[src/shared/sysbus_regs_pkg.sv]
// Functional notes
// - Control byte two bit 1 locks bus for user master; user master only.
// - Control byte two bit 2 locks bus for host port; host writes only.
// - Bits 4 or 5 force reconfiguration using mode pins caught after reset release.
// - Bit 6 enables bitstream daisy chaining through the host port.
// - Bit 7 drives global set/reset while it holds one.
// - Control byte three bit 5 enables host write parity checking.
// - Control byte three bit 7 lets fabric direct access drive host pads.
// - Status bits 0:1 give configuration error code, 00 none, 01 checksum.
// - Status bits 2 and 3 mirror the init and done pad levels.
// - Status bit 4 flags lost initialization data during configuration.
// - Status bits 5:6 capture first bus error; its address is stored too.
// - Status bit 7 flags readback address out of range.
// - Transfer status bits 0:1 report configuration write size code.
// - Bits 2 and 3 flag bad block RAM and aux block initialization data.
// - Bit 6 reads one while readback data is pending.
// - Bit 7 reads one when configuration data register can take a word.
// - Cause bits latch serdes, host, master, slave, user requests; W1C.
// - Cause bit 3 sets when the error code changes during configuration.
// - Cause bit 4 sets on configuration data request; write one clears it.
// - Enable bits 1 to 7 gate cause to user interrupt; user master only.
// - Bit 0 is the most significant bit; reset values are zero.
package sysbus_regs_pkg;
  localparam int ADDR_W = 18;
  localparam int MODE_W = 3;
  localparam logic [ADDR_W-1:0] ADDR_CTRL2 = 18'h00009;
  localparam logic [ADDR_W-1:0] ADDR_CTRL3 = 18'h0000A;
  localparam logic [ADDR_W-1:0] ADDR_CFG_STAT = 18'h0000C;
  localparam logic [ADDR_W-1:0] ADDR_XFER_STAT = 18'h0000D;
  localparam logic [ADDR_W-1:0] ADDR_CAUSE = 18'h00010;
  localparam logic [ADDR_W-1:0] ADDR_USER_EN = 18'h00012;
  // Vector index = 7 - register bit number, bit 0 is MSB
  localparam int B_UM_LOCK = 6;
  localparam int B_HP_LOCK = 5;
  localparam int B_UM_REQ = 3;
  localparam int B_HP_REQ = 2;
  localparam int B_CHAIN = 1;
  localparam int B_GSR = 0;
  localparam int B_PAR_CHK = 2;
  localparam int B_PAD_EN = 0;
  localparam int B_C_SERDES = 6;
  localparam int B_C_HOST = 5;
  localparam int B_C_CFGERR = 4;
  localparam int B_C_CFGDATA = 3;
  localparam int B_C_UMASTER = 2;
  localparam int B_C_USLAVE = 1;
  localparam int B_C_USER = 0;
  localparam logic [7:0] CTRL2_ANY_MASK = 8'h0F;
  localparam logic [7:0] CTRL2_UM_MASK = 8'h40;
  localparam logic [7:0] CTRL2_HP_MASK = 8'h20;
  localparam logic [7:0] CTRL3_MASK = 8'h05;
  localparam logic [7:0] USER_EN_MASK = 8'h7F;
  localparam logic [7:0] CAUSE_MASK = 8'h7F;
  localparam logic [7:0] REG_RST = 8'h00;
  localparam logic [31:0] ADDR_RST = 32'h0000_0000;
endpackage

[src/rtl/sysbus_ctrl_status_irq_regs.sv]
`timescale 1ns/1ps
module sysbus_ctrl_status_irq_regs
  import sysbus_regs_pkg::*;
(
  input wire logic clk,
  input wire logic rst,
  input wire logic busWrite,
  input wire logic busRead,
  input wire logic masterIsUser,
  input wire logic [ADDR_W-1:0] busAddr,
  input wire logic [7:0] busWdata,
  input wire logic [MODE_W-1:0] modePins,
  input wire logic configuring,
  input wire logic [1:0] cfgErrCode,
  input wire logic initPad,
  input wire logic donePad,
  input wire logic cfgDataLost,
  input wire logic [1:0] cfgBusErr,
  input wire logic [31:0] cfgBusErrAddr,
  input wire logic readbackRangeError,
  input wire logic [1:0] cfgWriteSize,
  input wire logic blockRamInitError,
  input wire logic auxBlockInitError,
  input wire logic readbackPending,
  input wire logic cfgWriteReady,
  input wire logic serdesIrq,
  input wire logic hostPortIrq,
  input wire logic cfgDataReq,
  input wire logic userMasterIrq,
  input wire logic userSlaveIrq,
  input wire logic userInterruptIn,
  output logic [7:0] busRdata,
  output logic busRvalid,
  output logic userMasterBusLock,
  output logic hostPortBusLock,
  output logic reconfigRequest,
  output logic [MODE_W-1:0] reconfigMode,
  output logic chainConfigEnable,
  output logic globalSetReset,
  output logic hostWriteParityCheck,
  output logic fabricPadAccessEnable,
  output logic [31:0] firstBusErrAddr,
  output logic userInterruptOut
);
  typedef struct packed {
    logic [7:0] ctrl2;
    logic [7:0] ctrl3;
    logic [7:0] userEn;
    logic reconfig;
    logic modeTaken;
    logic [MODE_W-1:0] mode;
    logic [1:0] prevErr;
    logic errSeen;
    logic [1:0] busErr;
    logic [31:0] errAddr;
    logic [7:0] rdata;
    logic rvalid;
    logic irq;
  } regs_state_t;

  regs_state_t s_q;
  regs_state_t s_d;
  logic [7:0] cause;
  logic [7:0] causeSet;
  logic [7:0] causeClr;
  logic [7:0] cfgStat;
  logic [7:0] xferStat;
  logic wrCtrl2;
  logic wrCtrl3;
  logic wrCause;
  logic wrUserEn;

  function automatic logic hit(input logic [ADDR_W-1:0] a,
                               input logic [ADDR_W-1:0] t);
    hit = (a == t);
  endfunction

  assign wrCtrl2 = busWrite && hit(busAddr, ADDR_CTRL2);
  assign wrCtrl3 = busWrite && hit(busAddr, ADDR_CTRL3);
  assign wrCause = busWrite && hit(busAddr, ADDR_CAUSE);
  assign wrUserEn = busWrite && hit(busAddr, ADDR_USER_EN);

  always_comb begin
    causeSet = 8'h00;
    causeSet[B_C_SERDES] = serdesIrq;
    causeSet[B_C_HOST] = hostPortIrq;
    causeSet[B_C_CFGERR] = configuring && (cfgErrCode != s_q.prevErr);
    causeSet[B_C_CFGDATA] = cfgDataReq;
    causeSet[B_C_UMASTER] = userMasterIrq;
    causeSet[B_C_USLAVE] = userSlaveIrq;
    causeSet[B_C_USER] = userInterruptIn;
  end

  assign causeClr = wrCause ? (busWdata & CAUSE_MASK) : 8'h00;

  sticky_flags #(
    .WIDTH(8)
  ) u_cause (
    .clk(clk),
    .rst(rst),
    .setFlags(causeSet),
    .clearFlags(causeClr),
    .flags(cause)
  );

  always_comb begin
    cfgStat = 8'h00;
    cfgStat[7:6] = cfgErrCode;
    cfgStat[5] = initPad;
    cfgStat[4] = donePad;
    cfgStat[3] = cfgDataLost;
    cfgStat[2:1] = s_q.busErr;
    cfgStat[0] = readbackRangeError;
  end

  always_comb begin
    xferStat = 8'h00;
    xferStat[7:6] = cfgWriteSize;
    xferStat[5] = blockRamInitError;
    xferStat[4] = auxBlockInitError;
    xferStat[1] = readbackPending;
    xferStat[0] = cfgWriteReady;
  end

  always_comb begin
    s_d = s_q;
    s_d.rvalid = busRead;
    s_d.prevErr = cfgErrCode;
    // catch mode once after reset release
    if (!s_q.modeTaken) begin
      s_d.modeTaken = 1'b1;
      s_d.mode = modePins;
    end
    if (wrCtrl2) begin
      s_d.ctrl2 = (s_q.ctrl2 & ~CTRL2_ANY_MASK) |
                  (busWdata & CTRL2_ANY_MASK);
      if (masterIsUser) begin
        s_d.ctrl2[B_UM_LOCK] = busWdata[B_UM_LOCK];
      end
      if (!masterIsUser) begin
        s_d.ctrl2[B_HP_LOCK] = busWdata[B_HP_LOCK];
      end
    end
    if (wrCtrl3) begin
      s_d.ctrl3 = busWdata & CTRL3_MASK;
    end
    if (wrUserEn && masterIsUser) begin
      s_d.userEn = busWdata & USER_EN_MASK;
    end
    // request follows bits 4 and 5
    s_d.reconfig = s_d.ctrl2[B_UM_REQ] | s_d.ctrl2[B_HP_REQ];
    if (!s_q.errSeen && (cfgBusErr != 2'b00)) begin
      s_d.errSeen = 1'b1;
      s_d.busErr = cfgBusErr;
      s_d.errAddr = cfgBusErrAddr;
    end
    s_d.irq = |(cause & s_q.userEn);
    s_d.rdata = 8'h00;
    if (busRead) begin
      case (busAddr)
        ADDR_CTRL2: s_d.rdata = s_q.ctrl2;
        ADDR_CTRL3: s_d.rdata = s_q.ctrl3;
        ADDR_CFG_STAT: s_d.rdata = cfgStat;
        ADDR_XFER_STAT: s_d.rdata = xferStat;
        ADDR_CAUSE: s_d.rdata = cause;
        ADDR_USER_EN: s_d.rdata = s_q.userEn;
        default: s_d.rdata = 8'h00;
      endcase
    end
  end

  always_ff @(posedge clk) begin
    if (rst) begin
      s_q <= '0;
      s_q.ctrl2 <= REG_RST;
      s_q.ctrl3 <= REG_RST;
      s_q.userEn <= REG_RST;
      s_q.errAddr <= ADDR_RST;
    end else begin
      s_q <= s_d;
    end
  end

  assign busRdata = s_q.rdata;
  assign busRvalid = s_q.rvalid;
  assign userMasterBusLock = s_q.ctrl2[B_UM_LOCK];
  assign hostPortBusLock = s_q.ctrl2[B_HP_LOCK];
  assign reconfigRequest = s_q.reconfig;
  assign reconfigMode = s_q.mode;
  assign chainConfigEnable = s_q.ctrl2[B_CHAIN];
  assign globalSetReset = s_q.ctrl2[B_GSR];
  assign hostWriteParityCheck = s_q.ctrl3[B_PAR_CHK];
  assign fabricPadAccessEnable = s_q.ctrl3[B_PAD_EN];
  assign firstBusErrAddr = s_q.errAddr;
  assign userInterruptOut = s_q.irq;
endmodule // sysbus_ctrl_status_irq_regs

[src/rtl/sticky_flags.sv]
`timescale 1ns/1ps
module sticky_flags
  import sysbus_regs_pkg::*;
#(
  parameter int WIDTH = 8
) (
  input wire logic clk,
  input wire logic rst,
  input wire logic [WIDTH-1:0] setFlags,
  input wire logic [WIDTH-1:0] clearFlags,
  output logic [WIDTH-1:0] flags
);
  typedef struct packed {
    logic [WIDTH-1:0] flags;
  } flag_state_t;

  flag_state_t s_q;
  flag_state_t s_d;

  always_comb begin
    s_d = s_q;
    for (int i = 0; i < WIDTH; i++) begin
      s_d.flags[i] = setFlags[i] | (s_q.flags[i] & ~clearFlags[i]);
    end
  end

  always_ff @(posedge clk) begin
    if (rst) begin
      s_q <= '0;
    end else begin
      s_q <= s_d;
    end
  end

  assign flags = s_q.flags;
endmodule // sticky_flags

[config.mk]
export PLATFORM = sky130hd
export DESIGN_NAME = sysbus_ctrl_status_irq_regs
export DESIGN_NICKNAME = d
export VERILOG_FILES = /design/src/shared/sysbus_regs_pkg.sv /design/src/rtl/sysbus_ctrl_status_irq_regs.sv /design/src/rtl/sticky_flags.sv
export SDC_FILE = /design/constraint.sdc
export NUM_CORES = 1
export LEC_CHECK = 0
export BUFFER_PORTS_ARGS = -buffer_cell sky130_fd_sc_hd__buf_2
export CORE_ASPECT_RATIO = 1.25
export CORE_UTILIZATION = 48
export CTS_CLUSTER_SIZE = 25
export DETAILED_ROUTE_END_ITERATION = 6
export PLACE_DENSITY = 0.78
export SLEW_MARGIN = 0
export SYNTH_ARGS = -nofsm -noshare
export SYNTH_HDL_FRONTEND = slang
export SYNTH_SLANG_ARGS = --single-unit
[constraint.sdc]
create_clock -name clk -period 3 [get_ports clk]
set_clock_uncertainty 0.15 [all_clocks]
set_input_delay 0.3 -clock clk [delete_from_list [all_inputs] [get_ports clk]]
set_output_delay 0.3 -clock clk [all_outputs]
set_load 0.03 [all_outputs]
== Yosys cells after proc, flatten, opt, wreduce, memory -nomap -nowiden ==
Index checks and enable logic that the tools add are counted.
Widths: inputs -> output; s select.

* Flip-flop bits (word level): 77
* Bits in latches: 0
* Memory bits (writable): 0
* Bits in read-only memories: 0
* Logic and storage cells: 65
* Memories kept: 0

* Add/subtract/negate cells: 0
* Multiply operators: 0
* Divide/modulo/power cells: 0
* Order comparisons: 0
* Equal/unequal tests: 7
* Shifts and indexed selects: 0
* Muxes and demuxes: 5
* Bitwise gates (word level): 27
* Reduce and logical (&&, ||, !) cells: 11

{| class="wikitable"
|+ Operators by type and width
! kind !! number
|-
| $eq 18x4->1 const B || 4
|-
| $pmux 8 s6 || 1
|-
| $eq 18x5->1 const B || 2
|-
| $and 1x1->1 || 8
|-
| $and 8x7->8 || 1
|-
| $not 1->1 || 8
|-
| $or 1x1->1 || 8
|-
| $or 8x4->8 || 1
|-
| $reduce_or 8->1 || 1
|-
| $logic_and 1x1->1 || 7
|-
| $mux 7 || 1
|-
| $mux 4 || 1
|-
| $mux 1 || 2
|-
| $ne 2x2->1 || 1
|-
| $reduce_bool 2->1 || 1
|-
| $reduce_or 2->1 || 1
|-
| $logic_not 1->1 || 1
|-
| $not 1->1 const A || 1
|}

== Longest topological paths before layout ==
* Depth after elaboration: 6
* Depth in mapped cells: 6
* Depth with buffers taken out: 4

== By module ==
A second synthesis with hierarchy kept.

* Cells, all modules: 440
* Area, all modules: 3647.2 um^2

{| class="wikitable"
|+ By module, submodules not included
! module !! instances !! cells each !! area an instance (um^2) !! seq. area each (um^2)
|-
| sysbus_ctrl_status_irq_regs || 1 || 407 || 3265.6 || 1341.3
|-
| sticky_flags || 1 || 33 || 381.6 || 160.2
|}

== Least setup slack after synthesis ==
OpenSTA, ideal clock, no wires.

* Path type: input to register
* Start: input port busAddr[9]
* End: register s_q (netlist bit reconfigRequest)
* Arrival: 2.010 ns
* Data required time: 2.735 ns
* Slack: 0.725 ns
* Stages: 6
* Buffers on the path: 2
* Path through: or4_4 -> buf_6 -> or3_1 -> buf_2 -> or4_1 -> and3_1

* Longest elaborated chain between the ends: 4

{| class="wikitable"
|+ Ends and longest elaborated chain
! item !! line !! text
|-
| from (decl) || sysbus_ctrl_status_irq_regs.sv:10 || <nowiki>input wire logic [ADDR_W-1:0] busAddr,</nowiki>
|-
| $eq 18x4->1 || sysbus_ctrl_status_irq_regs.sv:75 || <nowiki>hit = (a == t);</nowiki>
|-
| $logic_and 1x1->1 || sysbus_ctrl_status_irq_regs.sv:78 || <nowiki>assign wrCtrl2 = busWrite && hit(busAddr, ADDR_CTRL2);</nowiki>
|-
| $mux 4 || sysbus_ctrl_status_irq_regs.sv:134 || <nowiki>if (wrCtrl2) begin</nowiki>
|-
| $or 1x1->1 || sysbus_ctrl_status_irq_regs.sv:151 || <nowiki>s_d.reconfig = s_d.ctrl2[B_UM_REQ] | s_d.ctrl2[B_HP_REQ];</nowiki>
|-
| to (decl) || sysbus_ctrl_status_irq_regs.sv:61 || <nowiki>regs_state_t s_q;</nowiki>
|}

Every way passes these cells.
A chain may end at the register's enable or synchronous reset.

== Worst setup path after layout ==
* Start: input port busAddr[13]
* End: register s_q (netlist bit reconfigRequest)

Same word-level chain as after synthesis.

==> impl_metrics.json <==
{
  "core-area_um2": 6934,
  "grt_max_degree": 35,
  "clk_pin_slew_ns": 0.08,
  "synth.area.mux_share_pct": 4.562,
  "critical_path_peak_fanout": 9,
  "worstMarginPinSlew_ns": 0.8917,
  "multi_input_comb_area_um2": 1496,
  "cts_hold_buf": 0,
  "wl_per_cell_um": 13.96,
  "run_status": "complete, no violations",
  "fmax_mhz": 482.3,
  "htreeDepth": 3,
  "synthSimpleGateAreaFrac_pct": 22.48,
  "stdcell_count": 594,
  "numCtsBuffers": 9,
  "synth_top_family_by_area": "simple AND/OR/NAND/NOR gates",
  "setup_tns_ns": 0,
  "path_cells": "buf_2 > or4_4 > or3_1 > or4_1 > and3_1",
  "ir_worst_vdd_mv": 0.3607,
  "drc": 0,
  "path_class": "input port to flip-flop",
  "netlist_area_um2": 3428,
  "hold_path_depth": 3,
  "start_util_pct": 49.44,
  "yosysWarnings": 0,
  "syn_to_final_growth_pct": 17.96,
  "synth_seq_cells": 74,
  "ys_seq_area_share_pct": 43.21,
  "cp.depth": 5,
  "clock_tree.root_cell": "clkbuf_8",
  "synthesis.nets": 501,
  "crit_required_ns": 3.09,
  "rows": 34,
  "grt_remaining_overflow": 0,
  "synthXorXnorAreaFrac_pct": 0.7664,
  "synth-edff-count": 0,
  "ys.flop_type": "dfxtp_1",
  "fin_crit_sh_pct": 69.11,
  "nNetsFinal": 586,
  "cts_tree": "built",
  "design_area_um2": 4044,
  "p_per_area_nw_per_um2": 526.3,
  "hold_class": "input port to flip-flop",
  "synth_area_leaders": "dfxtp_1, buf_4, nand2_1",
  "yosys.area.top_type": "dfxtp_1",
  "gp_congestion": 0.8720,
  "hpwl_mm": 6.175,
  "ff_latch_area_um2": 1481,
  "r2r_cells": 3,
  "antenna_found_initial": 0,
  "dieArea_um2": 7486,
  "crit_buf_inv": 1,
  "cp_data_arrival_time_ns": 2.17,
  "hold_viol": 0,
  "grt_pass1_wl_mm": 13.16,
  "critPathTopFamily": "simple AND/OR/NAND/NOR gates",
  "clk_path_buf_depth": 2,
  "via_per_inst": 5.419,
  "min_period_ns": 2.073,
  "dp_cells": 578,
  "synthAdderAreaFrac_pct": 0,
  "layout-drive-gt1-share_pct": 33.93,
  "routed_wl_mm": 8.295,
  "post_cts_buffers": 0,
  "finalSetupViolations": 0,
  "num_vias": 3219,
  "dp_slack_ns": 0.5822,
  "synth_area_per_cell_um2": 8.281,
  "clock_sinks": 74,
  "async_flop_share_pct": 0,
  "critical_path.max_stage_delay_ns": 0.56,
  "synth_cells": 414,
  "drv_slew": 0,
  "placed_area_um2": 3840,
  "layout_setup_ws_ns": 0.9266,
  "io_pins": 139,
  "detail-route-antenna-nets": 0,
  "port_buffers": 137,
  "grt_usage_pct": 22.56,
  "crit_slowest_cell": "or4_4",
  "fillers": 646,
  "synth_top_area_share_pct": 43.21,
  "p_leak_nw": 1.793,
  "critPathLaunchType": "input port",
  "rsz0062_at_grt": "no",
  "synth_compound_area_share_pct": 15.77,
  "dr.pass1.iters": 6,
  "die_w_um": 77.59,
  "slew_headroom_pct": 39.61,
  "clock_latency_ns": 0.34,
  "fp.dieH_um": 96.49,
  "synth.distinct_cells": 42,
  "drtIter0Drc": 231,
  "post_cts_resized": 0,
  "end_kind": "flip-flop",
  "totalPowerFinal_mw": 2.128,
  "first_global_vias": 2982,
  "diodes": 0,
  "cap_violations": 0
}
==> placed cells by master, fill, tap and decap left out, types with 3 or more instances in the layout <==
| cell | count |
|---|---|
| clkbuf_8 | 11 |
| o21ai_0 | 18 |
| nand3_1 | 7 |
| nor2_1 | 21 |
| mux2_2 | 5 |
| clkinv_2 | 3 |
| buf_4 | 5 |
| or4_1 | 3 |
| a21oi_1 | 52 |
| nand4_1 | 20 |
| and3_1 | 3 |
| a22oi_1 | 3 |
| nand2_1 | 70 |
| nor2b_1 | 6 |
| mux2i_1 | 10 |
| dfxtp_1 | 74 |
| a32oi_1 | 3 |
| buf_2 | 137 |
| xnor2_1 | 3 |
| nor3_1 | 4 |
| a31oi_1 | 3 |
| inv_1 | 7 |
| a22o_1 | 3 |
| a311oi_1 | 6 |
==> stage by stage <==
stage | hold WS [ns] | util (%)
2_1_floorplan | 0.2587 | -
6_report | 0.03903 | 58.32
3_5_place_dp | 0.2943 | 55.38
3_3_place_gp | 0.2888 | 55.38
5_1_grt | 0.04209 | 58.32
4_1_cts | 0.02511 | 58.32
==> state kept, by name (all words and copies together), names as in the netlist, 2 cells and up <==
name and cells:
reconfigMode 3, cfgStat 2, s_q 13, u_cause.flags 7
busRdata 8, firstBusErrAddr 32
==> worst reg2reg max path, cell delays in order (launching register included) <==
cell and delay (ns):
dfxtp_1 0.36, or2_2 0.54, nand2_1 0.14, a21oi_1 0.16
==> kinds of logic after synthesis <==
family                 after synthesis
AND/OR/NAND/NOR                    154
AO/OA/AOI/OAI                       93
buffers and inverters               75
flip-flops                          74
multiplexers                        15
XOR/XNOR                             3
==> final timing paths <==
path | slack, ns | to | from
worst max-delay path | 0.93 | reconfigRequest | busAddr[13]
worst min-delay path | 0.04 | reconfigMode[0] | modePins[0]
worst max register to register | 1.57 | firstBusErrAddr[6] | s_q[44]
worst min register to register | 0.31 | firstBusErrAddr[2] | firstBusErrAddr[2]
==> power by group <==
group / internal (mW) / switching (mW) / total [mW]
combinational: 0.109 / 0.183 / 0.293
clock: 0.425 / 0.363 / 0.788
sequential: 1.02 / 0.0232 / 1.05
total: 1.56 / 0.570 / 2.13
==> synthesized netlist by cell type (all sizes together) (2+ instances only) <==
cell and n:
a21oi 52, a22o 3, a22oi 3, a311oi 6, a31oi 3, a32oi 3
and2 2, and3 3, and4b 2, buf 50, clkbuf 18, dfxtp 74
inv 7, mux2 5, mux2i 10, nand2 70, nand3 7, nand4 20
nor2 22, nor2b 6, nor3 5, nor3b 2, nor4bb 2, o21ai 18
o2bb2ai 2, or2 2, or4 5, xnor2 3
==> metal layers <==
metal  global-route usage, %  wire, um  share of wire [%]
met1                   24.49      3326                 40
met2                   39.31      4012                 48
met3                   4.507       578                7.0
met4                   16.82       378                4.6
met5                       0         0                  0
==> cell type report <==
cell class | instances | area share [%]
clock inverter | 5 | 1.300
timing repair buffer | 142 | 17.88
multi-input combinational | 265 | 37.01
sequential | 74 | 36.63
clock buffer | 11 | 3.744
tap | 90 | 2.785
inverter | 7 | 0.6498
Note: power is estimated with default switching activity, not from simulation.
